## config.mk

```make
export PLATFORM = sky130hd
export DESIGN_NAME = regulator_on_sleep_config
export DESIGN_NICKNAME = d
export VERILOG_FILES = /design/src/hdl/voltage_decode.v /design/src/hdl/slot_decode.v /design/src/hdl/regulator_on_sleep_config.v
export VERILOG_INCLUDE_DIRS = /design/src /design/src/hdl
export SDC_FILE = /design/constraint.sdc
export NUM_CORES = 1
export LEC_CHECK = 0
export BUFFER_PORTS_ARGS = -buffer_cell sky130_fd_sc_hd__buf_4
export CAP_MARGIN = 20
export CORE_MARGIN = 2
export CORE_UTILIZATION = 48
export CTS_CLUSTER_SIZE = 24
export DETAILED_ROUTE_END_ITERATION = 10
export GPL_TIMING_DRIVEN = 1
export PLACE_DENSITY = 0.88
export SLEW_MARGIN = 20
export SYNTH_ARGS = -nofsm -noshare
export SYNTH_HDL_FRONTEND = slang
export SYNTH_SLANG_ARGS = --single-unit
```

## constraint.sdc

```tcl
create_clock -name clk_sys -period 4.3 [get_ports clk_sys]
set_input_delay 0.43 -clock clk_sys [delete_from_list [all_inputs] [get_ports clk_sys]]
set_output_delay 0.43 -clock clk_sys [all_outputs]
set_load 0.02 [all_outputs]
```

## src/hdl/regulator_four_defines.vh

```
// Contract
// - on slot 0 never, 1..5 timeslots
// - on slot 6,7 follow hardware enables
// - on bit 8 opmode, resets normal
// - on voltage bits 4:0, reset 0.90V
// - codes 50mV then 100mV from 0Fh
// - sleep slot 1..5 disable slots 5..1
// - sleep 0,6,7 transition slots 5,3,1
// - hw enabled: 1..5 pick sleep slot
// - sleep bit 8 opmode, resets low power
// - sleep voltage bits 4:0, reset zero
// - hw control picks on or sleep voltage
`ifndef REGULATOR_FOUR_DEFINES_VH
`define REGULATOR_FOUR_DEFINES_VH
`define ON_CTRL_IDX 16'h4072
`define SLEEP_CTRL_IDX 16'h4073
`define HWCTRL_IDX 16'h4074
`define STATUS_IDX 16'h4075
`define SLOT_HI 15
`define SLOT_LO 13
`define OPMODE_BIT 8
`define VCODE_HI 4
`define VCODE_LO 0
`define FIELD_MASK 16'he11f
`define ON_RESET 16'h0000
`define SLEEP_RESET 16'h0100
`define BASE_MV 12'h384
`define STEP_LO_MV 12'h032
`define STEP_HI_MV 12'h064
`define KNEE_CODE 5'h0f
`define KNEE_MV 12'h6a4
`endif

```

## src/hdl/voltage_decode.v

```verilog
`timescale 1ns/1ps
`default_nettype none
`include "regulator_four_defines.vh"
module voltage_decode (
    // code in
    input wire [4:0] code,
    // millivolts out
    output wire [11:0] millivolts
);
    function [11:0] to_mv;
        input [4:0] c;
        begin
            if (c < `KNEE_CODE) begin
                to_mv = `BASE_MV + c * `STEP_LO_MV;
            end else begin
                to_mv = `KNEE_MV + (c - `KNEE_CODE) * `STEP_HI_MV;
            end
        end
    endfunction
    assign millivolts = to_mv(code);
endmodule
`default_nettype wire

```

## src/hdl/slot_decode.v

```verilog
`timescale 1ns/1ps
`default_nettype none
`include "regulator_four_defines.vh"
module slot_decode (
    // fields
    input wire [2:0] on_slot,
    input wire [2:0] sleep_slot,
    // decoded
    output reg [2:0] on_timeslot,
    output reg on_by_hw1,
    output reg on_by_hw2,
    output reg [2:0] sleep_timeslot,
    output reg sleep_disables
);
    always @* begin
        on_timeslot = 3'h0;
        on_by_hw1 = 1'b0;
        on_by_hw2 = 1'b0;
        case (on_slot)
            3'h6: on_by_hw1 = 1'b1;
            3'h7: on_by_hw2 = 1'b1;
            default: on_timeslot = on_slot;
        endcase
        sleep_disables = 1'b0;
        case (sleep_slot)
            3'h0: sleep_timeslot = 3'h5;
            3'h6: sleep_timeslot = 3'h3;
            3'h7: sleep_timeslot = 3'h1;
            default: begin
                // under hw enable the same codes only choose the slot
                sleep_timeslot = 3'h6 - sleep_slot;
                sleep_disables = ~(on_by_hw1 | on_by_hw2);
            end
        endcase
    end
endmodule
`default_nettype wire

```

## src/hdl/regulator_on_sleep_config.v

```verilog
`timescale 1ns/1ps
`default_nettype none
`include "regulator_four_defines.vh"
module regulator_on_sleep_config (
    // clock and reset
    input wire clk_sys,
    input wire nrst,
    // avalon-mm slave, word index address
    input wire [15:0] avs_address,
    input wire avs_read,
    input wire avs_write,
    input wire [31:0] avs_writedata,
    input wire [3:0] avs_byteenable,
    output reg [31:0] avs_readdata,
    output wire avs_waitrequest,
    // hardware enable pins
    input wire hw_enable1,
    input wire hw_enable2,
    // sequencer and analogue side
    input wire sleep_active,
    output reg [2:0] on_timeslot,
    output reg on_by_hw1,
    output reg on_by_hw2,
    output reg [2:0] sleep_timeslot,
    output reg sleep_disables,
    output reg hw_enable_level,
    output reg lp_mode,
    output reg [4:0] dac_code,
    output reg [11:0] dac_millivolts
);
    reg [15:0] on_q;
    reg [15:0] sleep_q;
    reg hwc_pick_q;
    reg hwc_active_q;
    reg ack_q;
    reg [1:0] hw1_sync_q;
    reg [1:0] hw2_sync_q;
    wire [2:0] on_ts_d;
    wire on_hw1_d;
    wire on_hw2_d;
    wire [2:0] sleep_ts_d;
    wire sleep_dis_d;
    wire [11:0] mv_d;
    reg [4:0] code_d;
    reg lp_d;
    wire access = avs_read | avs_write;
    wire wr = avs_write & ack_q;

    // one wait cycle per access keeps readdata registered
    assign avs_waitrequest = access & ~ack_q;

    function [15:0] merge;
        input [15:0] old;
        input [31:0] data;
        input [3:0] be;
        reg [15:0] m;
        begin
            m = {be[1] ? data[15:8] : old[15:8], be[0] ? data[7:0] : old[7:0]};
            merge = m & `FIELD_MASK;
        end
    endfunction

    always @(posedge clk_sys) begin
        if (!nrst) begin
            ack_q <= 1'b0;
        end else begin
            ack_q <= access & ~ack_q;
        end
    end

    always @(posedge clk_sys) begin
        if (!nrst) begin
            on_q <= `ON_RESET;
            sleep_q <= `SLEEP_RESET;
            hwc_pick_q <= 1'b0;
            hwc_active_q <= 1'b0;
        end else if (wr) begin
            case (avs_address)
                `ON_CTRL_IDX: on_q <= merge(on_q, avs_writedata, avs_byteenable);
                `SLEEP_CTRL_IDX: sleep_q <= merge(sleep_q, avs_writedata, avs_byteenable);
                `HWCTRL_IDX: begin
                    if (avs_byteenable[0]) begin
                        hwc_pick_q <= avs_writedata[0];
                        hwc_active_q <= avs_writedata[1];
                    end
                end
                default: begin
                end
            endcase
        end
    end

    always @(posedge clk_sys) begin
        if (!nrst) begin
            avs_readdata <= 32'h0000_0000;
        end else if (avs_read & ~ack_q) begin
            case (avs_address)
                `ON_CTRL_IDX: avs_readdata <= {16'h0000, on_q};
                `SLEEP_CTRL_IDX: avs_readdata <= {16'h0000, sleep_q};
                `HWCTRL_IDX: avs_readdata <= {30'h0, hwc_active_q, hwc_pick_q};
                `STATUS_IDX: avs_readdata <= {13'h0, hw_enable_level, lp_mode, dac_code, dac_millivolts};
                default: avs_readdata <= 32'h0000_0000;
            endcase
        end
    end

    // pins come from outside the clock domain
    always @(posedge clk_sys) begin
        if (!nrst) begin
            hw1_sync_q <= 2'b00;
            hw2_sync_q <= 2'b00;
        end else begin
            hw1_sync_q <= {hw1_sync_q[0], hw_enable1};
            hw2_sync_q <= {hw2_sync_q[0], hw_enable2};
        end
    end

    slot_decode u_slot (
        .on_slot(on_q[`SLOT_HI:`SLOT_LO]),
        .sleep_slot(sleep_q[`SLOT_HI:`SLOT_LO]),
        .on_timeslot(on_ts_d),
        .on_by_hw1(on_hw1_d),
        .on_by_hw2(on_hw2_d),
        .sleep_timeslot(sleep_ts_d),
        .sleep_disables(sleep_dis_d)
    );

    always @* begin
        if (hwc_active_q) begin
            code_d = hwc_pick_q ? sleep_q[`VCODE_HI:`VCODE_LO] : on_q[`VCODE_HI:`VCODE_LO];
            lp_d = on_q[`OPMODE_BIT];
        end else if (sleep_active) begin
            code_d = sleep_q[`VCODE_HI:`VCODE_LO];
            lp_d = sleep_q[`OPMODE_BIT];
        end else begin
            code_d = on_q[`VCODE_HI:`VCODE_LO];
            lp_d = on_q[`OPMODE_BIT];
        end
    end

    voltage_decode u_volt (
        .code(code_d),
        .millivolts(mv_d)
    );

    always @(posedge clk_sys) begin
        if (!nrst) begin
            on_timeslot <= 3'h0;
            on_by_hw1 <= 1'b0;
            on_by_hw2 <= 1'b0;
            sleep_timeslot <= 3'h5;
            sleep_disables <= 1'b0;
            hw_enable_level <= 1'b0;
            lp_mode <= 1'b0;
            dac_code <= 5'h00;
            dac_millivolts <= `BASE_MV;
        end else begin
            on_timeslot <= on_ts_d;
            on_by_hw1 <= on_hw1_d;
            on_by_hw2 <= on_hw2_d;
            sleep_timeslot <= sleep_ts_d;
            sleep_disables <= sleep_dis_d;
            hw_enable_level <= (on_hw1_d & hw1_sync_q[1]) | (on_hw2_d & hw2_sync_q[1]);
            lp_mode <= lp_d;
            dac_code <= code_d;
            dac_millivolts <= mv_d;
        end
    end
endmodule
`default_nettype wire

```

# [Word level (Yosys, flattened, before mapping)]
# Index checks and enable logic that the tools add are counted.
[word_totals] reg_bits=85 latchBits=0 ram_bits=0 romBits=0 output_inout_bits=61 wordCells=63 n_memories=0
[op_classes] add_sub_neg=4 multipliers=2 div=0 magnitude_cmp=1 n_eq_ne=8 shift=0 muxes=10 n_bitwise=11 n_reduce_logical=8
[ops] op="19-bit one-hot mux with 4 select lines" count=1
[ops] op="16-bit by 15-bit equality test with 1-bit output, second input constant" count=4
[ops] op="5-bit 2-to-1 mux" count=3
[ops] op="3-bit AND reduction" count=5
[ops] op="10-bit by 11-bit adder with 12-bit output, first input constant" count=1
[ops] op="11-bit by 12-bit adder with 12-bit output, first input constant" count=1
[ops] op="3-bit equality test, second input constant" count=4
[ops] op="12-bit by 5-bit multiplier with 10-bit output, second input constant" count=1
[ops] op="12-bit 2-to-1 mux" count=1
[ops] op="5-bit by 5-bit multiplier with 10-bit output, second input constant" count=1
[ops] op="3-bit one-hot mux with 3 select lines" count=1
[ops] op="5-bit by 4-bit subtractor with 6-bit output, second input constant" count=1
[ops] op="1-bit bitwise AND" count=5
[ops] op="5-bit by 4-bit less-than comparator with 1-bit output, second input constant" count=1
[ops] op="1-bit 2-to-1 mux" count=4
[ops] op="4-bit OR reduction" count=1
[ops] op="3-bit zero test" count=1
[ops] op="1-bit NOT" count=3
[ops] op="1-bit bitwise OR" count=3
[ops] op="3-bit OR reduction" count=1
[ops] op="3-bit subtractor, first input constant" count=1

# [Depth between registers and ports, before layout]
# Gate-level depths: netlist of run 1.
[depth] ltp_word=6 mapped_depth=19 depth_no_buf=18

# [Hierarchy]
# A second synthesis of run 1 with hierarchy kept.
[hier_totals] cells_unflattened=476 hier_area_um2=4342.9
[by_module_without_submodules] mod="regulator_on_sleep_config" n_inst=1 cells_each=291 area_each_um2=2880.3
[by_module_without_submodules] mod="voltage_decode" n_inst=1 cells_each=164 area_each_um2=1312.5
[by_module_without_submodules] mod="slot_decode" n_inst=1 cells_each=21 area_each_um2=150.1

# [Worst setup path after synthesis of run 1]
# Ideal clock, no wire load.
[synth_path] path_kind="flip-flop to flip-flop" start="reg hwc_active_q" end="reg dac_millivolts[11]" setup_time_ns=0.117 arrival_ns=4.569 setup_slack_ns=-0.385 path_stages_with_launch=19 path_cell_list="dfxtp_1 > mux2i_4 > mux2i_1 > inv_1 > ha_1 > clkbuf_1 > inv_1 > nor2_1 > xnor2_1 > ha_1 > ha_1 > fa_1 > ha_1 > xnor2_1 > and2_1 > a41oi_1 > o211ai_1 > nor4_1 > and4b_1"
[synth_between] elab_chain_len=5 word_cells_on_any_way=8 classes_between="add/sub (3); mul (2); order compare (1); mux (2)"
[synth_rtl] element="start: declaration" line_no="regulator_on_sleep_config.v:34" rtl="reg hwc_active_q;"
[synth_rtl] element="start signal: assignment" line_no="regulator_on_sleep_config.v:84" rtl="hwc_active_q <= avs_writedata[1];"
[synth_rtl] element="5-bit 2-to-1 mux *" line_no="regulator_on_sleep_config.v:129" rtl="if (hwc_active_q) begin"
[synth_rtl] element="via code_d[1]" line_no="regulator_on_sleep_config.v:44" rtl="reg [4:0] code_d;"
[synth_rtl] element="5-bit by 4-bit subtractor with 6-bit output (no line)"
[synth_rtl] element="12-bit by 5-bit multiplier with 10-bit output (no line)"
[synth_rtl] element="11-bit by 12-bit adder with 12-bit output (no line)"
[synth_rtl] element="12-bit 2-to-1 mux *" line_no="voltage_decode.v:13" rtl="if (c < `KNEE_CODE) begin"
[synth_rtl] element="end signal: assignment" line_no="regulator_on_sleep_config.v:156" rtl="dac_millivolts <= `BASE_MV;"
[synth_rtl] element="end signal: assignment" line_no="regulator_on_sleep_config.v:166" rtl="dac_millivolts <= mv_d;"
[synth_rtl] element="end: declaration" line_no="regulator_on_sleep_config.v:29" rtl="output reg [11:0] dac_millivolts"
# Mark *: on every way through the listed nets, which the timed path passes. The rest lies on a longest branch.
# A chain may end at the register's enable or synchronous reset.

# [Worst setup path in the final report of run 1]
# Ends and elaborated chain as after synthesis.

==> metrics.md, run 1 <==
| Metric | Value |
|---|---|
| Worst r2r path cells | 20 |
| RSZ-0062 raised after global routing | yes |
| TritonCTS sink count | 71 |
| Fin. Hold Viols | 0 |
| Seq/Total Area, Yosys | between 30 and 40% |
| Clock share of power | between 40% and 50% |
| Tot Pwr | between 1 and 1.5 mW |
| Share of layout cells above drive strength 1 | roughly 30% |
| Placed cells | around 650 |
| Critical path required time | between 4 and 5 ns |
| Largest area contributor in the netlist | dfxtp_1 |
| Final nets | between 600 and 700 |
| CP Data Arrival Time | around 4.4 ns |
| R2R Setup Slk | between 0.1 and 0.15 ns |
| CTS max path bufs | 2 |
| Max IR drop VDD | 204 uV |
| Gate Count Post-Synth | 460 |
| Die Area | 0.00959 sq mm |
| Vias in the first global route | ~3800 |
| All-layer global routing usage | between 20% and 30% |
| Core Util, Final | 63.9% |
| Worst hold start | hw_enable2 |
| Worst r2r src | hwc_active_q$_SDFFE_PN0P_ |
| Ranking of synthesized cells by area | dfxtp_1 34%, ha_1 11%, mux2i_1 5.9% |
| Sw Pwr | between 0.3 and 0.4 mW |
| Core Region | roughly 0.0086 sq mm |
| Top cell type's share of synthesized area | about a third |
| # rows | 34 |
| Hold endpoint | hw2_sync_q[0]$_SDFF_PN0_ |
| Synth cell types | 57 |
| Top cells by count, synth | 71 x dfxtp_1, 42 x nand2_1, 36 x ha_1 |
| Area growth syn-to-layout | 30.3% |
| Post-Synthesis Cell Area | between 0.004 and 0.005 sq mm |
| Final GP Congestion | 0.910 |
| Ys flop type | dfxtp_1 |
| DRC | 0 |
| Yosys warns | 0 |
| Number of fill cells | 643 |
| Drt pass-1 iters | 6 |
| PwrDens | 246 mW/mm^2 |
| Final setup viols | 0 |
| Initial antenna violation count | 0 |
| Synth Area per Inst | 9.20 sq um |
| Die width | 97.9 um |
| H-tree depth | 3 |
| Async SR Flop Fraction | 0% |
| Startpoint types | register |
| Worst-margin pin slew | between 0.9 and 1 ns |
| Hold Path Cell Cnt | 2 |
| Leakage | between 2 and 2.5 nW |
| Logic pwr share | 5.9% |
| Cts hold-fix bufs | 0 |
| Max-cap violations | 0 |
| Clock skew | between 0.003 and 0.004 ns |
| HPWL after DPL | about 7.7 mm |
| Top Ports | between 100 and 150 |
| Number of synthesized flops with an enable pin | 0 |
| First-pass GRT wire length | approximately 17 mm |
| Hold Path Class | input pin to register |
| RR Endpoint | dac_millivolts[11]$_SDFF_PN0_ |
| Final std cells w/o fill | 671 |
| Clock root cell | clkbuf_8 |
| Clock transition at path regs | around 0.08 ns |
| Iteration-0 DRC Markers | 186 |
| Final period util | just under 100% |
| Routed length per instance | ~16 um |
| Global route overflow | 0 |
| Slew Viols, Final | 0 |
| Flops & latches, synth | 71 |
| Die H | ~98 um |
| Setup crit end kind | register |
| Port Buffers | 80 |
| Worst hold margin | about 0.28 ns |
| Tmin final | ~4.2 ns |
| Vias/cell | about 5.5 |
| Total CTS buffers | 9 |
| Post-DRT Antenna Nets | 0 |
| Vias | 3699 |
| CTS tree | yes |
| Max Fclk | 0.240 GHz |
| Top-count cell post-synth | dfxtp_1 |
| Int Pwr | slightly above 1 mW |
| Setup CP Type | register to register |
| Switching share of power | about 24% |
| Part of the power in registers | a little under 50% |
| Normalized max-slew margin | between 30% and 40% |
| Setup TNS | 0 ns |
| Outcome | completed |
| Largest net degree at the start of global routing | 70 |
| Initial Util | between 40% and 50% |
| # diodes | 0 |
| Clk_lat worst skew | between 0.3 and 0.4 ns |
| DRT Wirelength | 10.7 mm |
| Largest fanout on the critical path | 4 |
-- critical path, stage by stage, from the launching register on --
cell	delay [ns]
dfxtp_4	0.37
mux2i_4	0.19
buf_4	0.16
mux2i_4	0.19
inv_4	0.10
ha_4	0.17
buf_4	0.12
nand3_1	0.07
mux2_4	0.31
nand2_2	0.09
inv_2	0.05
fa_1	0.54
inv_1	0.05
fa_1	0.50
inv_2	0.05
ha_4	0.29
nand2_1	0.05
o21a_1	0.19
o21a_1	0.13
nor4_2	0.23
and4b_1	0.21
-- flip-flops by register name, indices dropped and copies added (netlist names) --
signal	count
ack_q	1
avs_readdata	19
dac_code	5
dac_millivolts	11
hw1_sync_q	2
hw2_sync_q	2
hw_enable_level	1
hwc_active_q	1
hwc_pick_q	1
lp_mode	1
on_by_hw1	1
on_by_hw2	1
on_q	9
on_timeslot	3
sleep_disables	1
sleep_q	9
sleep_timeslot	3
-- timing repair --
| item | 4_1_cts | 5_1_grt |
|---|---|---|
| endpoints found under the hold margin | 0 | 0 |
| setup buffers | 0 | 9 |
| gates resized for setup | 0 | 21 |
| setup endpoints to repair | 0 | 2 |
-- worst max path at each step --
| stage | startpoint | end | depth (start not counted) |
|---|---|---|---|
| 2_1_floorplan | hwc_active_q$_SDFFE_PN0P_ | dac_millivolts[11]$_SDFF_PN0_ | 18 |
| 3_3_place_gp | sleep_active | dac_millivolts[11]$_SDFF_PN0_ | 19 |
| 3_5_place_dp | sleep_active | dac_millivolts[11]$_SDFF_PN0_ | 19 |
| 4_1_cts | hwc_active_q$_SDFFE_PN0P_ | dac_millivolts[11]$_SDFF_PN0_ | 18 |
| 5_1_grt | hwc_active_q$_SDFFE_PN0P_ | dac_millivolts[11]$_SDFF_PN0_ | 20 |
| 6_report | hwc_active_q$_SDFFE_PN0P_ | dac_millivolts[11]$_SDFF_PN0_ | 20 |
-- layout make-up --
cell class,instances,area [sq um],share of cell area (%)
clock buffer,9,124,2.24
clock inverter,7,104,1.88
inverter,29,114,2.06
sequential,71,1430,25.8
multi-input combinational,340,2800,50.7
timing repair buffer,107,816,14.8
tap,108,135,2.45
-- per-stage QoR --
step           cell area, sq um  setup slack (ns)
2_1_floorplan              4440           -0.0251
3_3_place_gp               5120            0.0635
3_5_place_dp               5120           0.00778
4_1_cts                    5350            0.0519
5_1_grt                    5520           -0.0396
6_report                   5520             0.125
-- power groups by stage --
stage	combinational, mW	sequential [mW]	clock, mW
after detailed placement	0.0773	0.677	0
after CTS	0.0776	0.662	0.621
after floorplan	0.0496	0.677	0
final	0.0802	0.661	0.614
after global routing	0.0861	0.662	0.645
after global placement	0.0758	0.677	0
-- cells in the final DEF, fill, tap and decap left out, drive strengths merged, types with 3 or more instances in the layout --
cell type / count
a21boi: 16
a21o: 4
a21oi: 5
a222oi: 7
a22oi: 3
and2: 18
and3: 4
and4: 3
buf: 107
clkbuf: 9
clkinv: 3
conb: 14
dfxtp: 71
fa: 6
ha: 36
inv: 31
mux2i: 29
nand2: 42
nand2b: 5
nand3: 16
nand3b: 3
nand4: 5
nor2: 12
nor2b: 25
nor3: 6
nor3b: 4
nor4: 4
o211ai: 5
o21ai: 13
or3: 3
xnor2: 20
xor2: 6
-- cells by family after synthesis --
logic type	Yosys count	share of synthesized area, %
xor gates and xnor gates	26	5.56
DFF	71	33.6
and+or+nand+nor	157	20.3
AOI/OAI and AO/OA	71	12.2
adders and majority gates	42	13.5
muxes	30	7.89
other	1	0.0886
buffers and inverters	62	6.86
-- metal layers --
layer / vias up / share of wire (%) / track usage (%)
met5: - / 0 / 0
met4: 0 / 3.6 / 11.4
met3: 32 / 6.5 / 4.29
met2: 148 / 50 / 38.5
met1: 1746 / 40 / 25.4
li1: 1773 / - / -
(Power assumes the default switching activity.)
==> run 2, diff against run 1 <==
--- a/config.mk
+++ b/config.mk
@@ -13,7 +13,7 @@
 export CTS_CLUSTER_SIZE = 24
 export DETAILED_ROUTE_END_ITERATION = 10
 export GPL_TIMING_DRIVEN = 1
-export PLACE_DENSITY = 0.88
+export PLACE_DENSITY = 0.83
 export SLEW_MARGIN = 20
 export SYNTH_ARGS = -nofsm -noshare
 export SYNTH_HDL_FRONTEND = slang
==> run 2 against run 1 <==
Sequential cell count did not move. Clock-buffer cell count did not move. Global-route usage fell by 0.66 points. Die area did not move.
==> metrics.md, run 2 (synthesis results as in run 1) <==
| Metric | Value |
|---|---|
| Port Buffers | 80 |
| Vias | approximately 3700 |
| Worst path slowest cell | fa_1 |
| Fin. Hold Viols | 0 |
| Initial Util | between 40% and 50% |
| Critical path required time | between 4 and 5 ns |
| Vias in the first global route | between 3000 and 4000 |
| Final std cells w/o fill | around 670 |
| Core Util, Final | a little under two thirds |
| Total CTS buffers | 9 |
| Area growth syn-to-layout | 30.5% |
| Routed length per instance | approximately 16 um |
| Worst-margin pin slew | roughly 0.86 ns |
| Final setup viols | 0 |
| First-pass GRT wire length | roughly 17 mm |
| Global route overflow | 0 |
| Setup CP Type | register to register |
| Leakage | roughly 2.4 nW |
| Post-DRT Antenna Nets | 0 |
| Dpl ws | -0.0284 ns |
| Setup crit end kind | register |
| Largest Register | avs_readdata |
| Max IR drop VDD | ~180 uV |
| PwrDens | about 240 mW/mm^2 |
| Clk_lat worst skew | between 0.3 and 0.4 ns |
| HPWL after DPL | slightly below 8 mm |
| Final nets | 657 |
| Hold Path Class | input pin to register |
| H-tree depth | 3 |
| Die H | between 90 and 100 um |
| All-layer global routing usage | 21.3% |
| Die width | between 90 and 100 um |
| DRC | 0 |
| Tot Pwr | 1.35 mW |
| Tmin final | roughly 4.2 ns |
| Top Ports | 120 |
| Drt pass-1 iters | 4 |
| Clock root cell | clkbuf_8 |
| Most common cell after layout, fill and taps aside | buf_4 |
| Initial antenna violation count | 0 |
| Final period util | 97.0% |
| Critical Path Max Stage Delay | roughly 0.54 ns |
| Largest net degree at the start of global routing | 70 |
| Core Region | around 0.0086 sq mm |
| Slew Viols, Final | 0 |
| Final GP Congestion | 0.941 |
| Cell Chain, Critical Path | mux2i_4 -> buf_12 -> buf_4 -> mux2i_4 -> inv_2 -> ha_4 -> nand3_2 -> nand2_2 -> buf_4 -> fa_1 -> inv_1 -> fa_1 -> inv_2 -> ha_4 -> nand2_1 -> o21a_1 -> o21a_1 -> nor4_2 -> and4b_1 |
| Final WS setup | 0.128 ns |
| Setup TNS | 0 ns |
| Iteration-0 DRC Markers | ~170 |
| Max-cap violations | 0 |
| CP Data Arrival Time | 4.42 ns |
| Placed cells | around 650 |
| CTS tree | yes |
| Number of fill cells | approximately 650 |
| Max Fclk | approximately 0.24 GHz |
| Most frequent cells in the layout | 102 x buf_4, 70 x dfxtp_1, 40 x nand2_1 |
| DRT Wirelength | roughly 11 mm |
| Share of layout cells above drive strength 1 | approximately 30% |
| Outcome | completed |
| Startpoint types | register |
| Clock transition at path regs | approximately 0.080 ns |
| Largest fanout on the critical path | 5 |
| TritonCTS sink count | slightly above 70 |
| CTS max path bufs | 2 |
| Clock skew | approximately 0.0096 ns |
| # diodes | 0 |
| Die Area | approximately 0.0096 sq mm |
| Cts hold-fix bufs | 0 |
| Max reg flops | 19 |
| RSZ-0062 raised after global routing | yes |
| Vias/cell | 5.54 |
| # rows | 34 |
| Normalized max-slew margin | 42.8% |
| Regs by FF count | avs_readdata (19), dac_millivolts (11) |
==> run 2: worst paths after layout <==
check | depth (start not counted) | slack, ns | endpoint | start
hold / removal | 2 | 0.28 | hw2_sync_q[0]$_SDFF_PN0_ | hw_enable2
hold reg to reg | 1 | 0.45 | hw2_sync_q[1]$_SDFF_PN0_ | hw2_sync_q[0]$_SDFF_PN0_
setup / recovery | 19 | 0.13 | dac_millivolts[11]$_SDFF_PN0_ | hwc_active_q$_SDFFE_PN0P_
setup reg to reg | 19 | 0.13 | dac_millivolts[11]$_SDFF_PN0_ | hwc_active_q$_SDFFE_PN0P_
==> run 2: final cells by class <==
cell class                 count  area [sq um]  share of cell area [%]
sequential                    71          1430                    25.8
inverter                      29           114                    2.06
timing repair buffer         105           808                    14.6
tap                          108           135                    2.45
clock inverter                 7           103                    1.86
multi-input combinational    340          2820                    51.0
clock buffer                   9           124                    2.24
==> run 2: what timing repair did <==
| action | in CTS | in global routing |
|---|---|---|
| gates resized for setup | 0 | 25 |
| setup endpoints to repair | 0 | 2 |
| buffers inserted | 0 | 4 |
==> run 2: power by group <==
group / switching, mW / internal (mW) / total [mW]
clock: 0.273 / 0.332 / 0.605
combinational: 0.0434 / 0.0372 / 0.0807
sequential: 0.00182 / 0.659 / 0.661
total: 0.318 / 1.03 / 1.35
==> run 2: through the flow <==
step                      hold WS [ns]  instance area, sq um
after floorplan                  0.412                  4440
after global placement           0.415                  5140
after detailed placement         0.422                  5140
after CTS                        0.271                  5370
after global routing             0.268                  5530
final                            0.283                  5530
==> run 2: critical path, delay by kind of cell (launching register included) <==
family | cells | cell delay, ns
adder cells (fa/ha/maj) | 4 | 1.52
AND/OR/NAND/NOR | 5 | 0.68
buffers and inverters | 6 | 0.60
multiplexers | 2 | 0.52
flip-flops | 1 | 0.38
AO/OA/AOI/OAI | 2 | 0.35
==> run 2: metal layers <==
| layer | vias up | share of wire (%) | global-route usage, % |
|---|---|---|---|
| li1 | 1773 | - | - |
| met1 | 1781 | 41 | 26.2 |
| met2 | 130 | 51 | 37.0 |
| met3 | 24 | 5.9 | 4.72 |
| met4 | 0 | 2.4 | 7.05 |
| met5 | - | 0 | 0 |
==> run 3, diff against run 2 <==
--- a/config.mk
+++ b/config.mk
@@ -17,4 +17,5 @@
 export SLEW_MARGIN = 20
 export SYNTH_ARGS = -nofsm -noshare
 export SYNTH_HDL_FRONTEND = slang
+export SYNTH_HIERARCHICAL = 1
 export SYNTH_SLANG_ARGS = --single-unit
==> run 3 against run 2 <==
The run now ends with negative setup slack left. Critical path type unchanged. Total power shrank 4.2%. Hold slack lost 0.0046 ns. Clock-buffer cell count is the same.
==> metrics.md, run 3 <==
| Metric | Value |
|---|---|
| Async SR Flop Fraction | 0% |
| Number of fill cells | 613 |
| TritonCTS sink count | just over 70 |
| Yosys warns | 6 |
| Vias/cell | 6.00 |
| Cts hold-fix bufs | 0 |
| Initial antenna violation count | 0 |
| DRT Wirelength | ~13 mm |
| All-layer global routing usage | a little under a quarter |
| Worst-margin pin slew | ~1.1 ns |
| Clock root cell | clkbuf_8 |
| Drt pass-1 iters | 5 |
| HPWL after DPL | between 8 and 9 mm |
| Die width | between 90 and 100 um |
| Max Fclk | roughly 0.22 GHz |
| Outcome | complete, but fails checks |
| Core Region | about 0.009 sq mm |
| Global route overflow | 0 |
| Top-count cell post-synth | dfxtp_1 |
| Final setup viols | 1 |
| Top Ports | 120 |
| PwrDens | around 230 mW/mm^2 |
| Largest area contributor in the netlist | dfxtp_1 |
| Max-cap violations | 0 |
| Max IR drop VDD | between 200 and 250 uV |
| Slew Viols, Final | 0 |
| Final nets | 679 |
| Ys flop type | dfxtp_1 |
| Final std cells w/o fill | 690 |
| Largest fanout on the critical path | 5 |
| Initial Util | 49.6% |
| Leakage | 2.51 nW |
| Synth Area per Inst | approximately 9 sq um |
| Vias | 4140 |
| Synth cell types | 60 |
| H-tree depth | 3 |
| Final GP Congestion | just over 0.9 |
| DRC | 0 |
| Clk_lat worst skew | around 0.36 ns |
| Placed cells | 668 |
| Setup TNS | -0.181 ns |
| Top cell type's share of synthesized area | roughly a third |
| Fin. Hold Viols | 0 |
| Max reg flops | 19 |
| Vias in the first global route | approximately 3900 |
| Routed length per instance | 19.3 um |
| RSZ-0062 raised after global routing | yes |
| Largest Register | avs_readdata |
| Final period util | 104% |
| Total CTS buffers | 9 |
| Regs by FF count | avs_readdata (19), dac_millivolts (12) |
| Area growth syn-to-layout | 31.4% |
| Iteration-0 DRC Markers | 380 |
| Most common cell after layout, fill and taps aside | buf_4 |
| Setup crit end kind | register |
| Flops & latches, synth | 72 |
| Die Area | between 0.009 and 0.01 sq mm |
| # diodes | 0 |
| Sequential standard cell area | between 0.001 and 0.0015 sq mm |
| Ranking of synthesized cells by area | dfxtp_1 33%, ha_1 11%, mux2i_1 4.6% |
| Tmin final | roughly 4.5 ns |
| Share of layout cells above drive strength 1 | roughly a third |
| Final WS setup | -0.181 ns |
| Gate Count Post-Synth | 476 |
| CTS tree | yes |
| First-pass GRT wire length | about 18 mm |
| Critical path required time | 4.61 ns |
| Clock transition at path regs | roughly 0.090 ns |
| Largest net degree at the start of global routing | 45 |
| CTS max path bufs | 2 |
| Worst hold margin | roughly 0.28 ns |
| Seq/Total Area, Yosys | between 30 and 40% |
| Clock skew | 0.0102 ns |
| Post-DRT Antenna Nets | 0 |
| Setup CP Type | register to register |
| Most frequent cells in the layout | 109 x buf_4, 71 x dfxtp_1, 30 x and2_1 |
| CP Data Arrival Time | roughly 4.8 ns |
| Post-Synthesis Cell Area | between 0.004 and 0.005 sq mm |
| # rows | 34 |
| Violated checks | negative setup slack |
| Normalized max-slew margin | 23.2% |
| Startpoint types | register |
| Top cells by count, synth | 72 x dfxtp_1, 37 x ha_1, 31 x nand2_1, 31 x nor2_1, 30 x and2_1 |
| Hold Path Class | input pin to register |
| Die H | roughly 99 um |
| Port Buffers | approximately 80 |
| Number of synthesized flops with an enable pin | 0 |
| Multi-input combinational cell area | slightly below 0.003 sq mm |
[run 3: logic make-up (layout without fill, tap and decap cells)]
logic type               Yosys count  count (layout)  synth area share [%]
AO/OA/AOI/OAI                     81              81                  12.0
XOR/XNOR                          28              28                  5.96
adder cells (fa/ha/maj)           43              43                  13.4
buffers and inverters             61             155                  7.23
flip-flops                        72              72                  33.2
multiplexers                      26              26                  6.17
other                              2              14                 0.173
AND/OR/NAND/NOR                  163             163                  21.8
[run 3: critical path: stages, from the launching register on]
cell and delay [ns]:
dfxtp_2 0.33, nand2b_4 0.12, a21boi_4 0.32, mux2_4 0.40, ha_4 0.22, nand2_4 0.08
xnor2_2 0.13, ha_1 0.27, ha_1 0.30, inv_1 0.08, fa_1 0.50, inv_2 0.05
ha_4 0.29, nor2_4 0.04, a21oi_4 0.19, xor2_4 0.12, nor3b_2 0.24, xnor3_1 0.45
a21oi_2 0.15, and2_1 0.14
[run 3: through the flow]
| step | utilization [%] | total power, mW | setup WS [ns] | cell area (sq um) |
|---|---|---|---|---|
| after floorplan | - | 0.741 | 0.0265 | 4390 |
| after global placement | 58.4 | 0.769 | -0.188 | 5120 |
| after detailed placement | 58.4 | 0.771 | -0.410 | 5120 |
| after CTS | 62.1 | 1.28 | 0.00484 | 5450 |
| after global routing | 65.1 | 1.32 | -0.292 | 5710 |
| final | 65.1 | 1.29 | -0.181 | 5710 |
[run 3: timing repair]
action                     4_1_cts  5_1_grt
setup endpoints to repair        3        3
hold endpoints to repair         0        0
setup buffers                    2        4
resized for setup               21       40
pin swaps                        4       21
[run 3: final timing paths]
| path | to | from | cells after the start | slack [ns] |
|---|---|---|---|---|
| setup reg to reg | dac_millivolts[11]$_SDFF_PN0_ | hwc_active_q$_SDFFE_PN0P_ | 19 | -0.18 |
| hold reg to reg | hw1_sync_q[1]$_SDFF_PN0_ | hw1_sync_q[0]$_SDFF_PN0_ | 1 | 0.44 |
| setup / recovery | dac_millivolts[11]$_SDFF_PN0_ | hwc_active_q$_SDFFE_PN0P_ | 19 | -0.18 |
| hold / removal | hw1_sync_q[0]$_SDFF_PN0_ | hw_enable1 | 2 | 0.28 |
[run 3: final cells by class]
type	count	area share, %
Clock inverter	7	1.07
Multi-Input combinational cell	355	52.1
Timing Repair Buffer	114	15.3
Inverter	25	1.69
Clock buffer	9	2.17
Sequential cell	72	25.3
Tap cell	108	2.37
[run 3: where the power goes]
part / internal [mW] / switching, mW
clock network: 0.221 / 0.307
registers: 0.670 / 0.00205
logic: 0.0363 / 0.0549
total: 0.926 / 0.364
[run 3: routing by layer]
| metal | GRT usage, % | vias to the layer above | routed length [um] |
|---|---|---|---|
| met1 | 27.8 | 2006 | 5110 |
| met3 | 4.43 | 45 | 1140 |
| met4 | 9.69 | 0 | 439 |
| met2 | 41.0 | 261 | 6630 |
| met5 | 0 | - | 0 |
| li1 | - | 1828 | - |
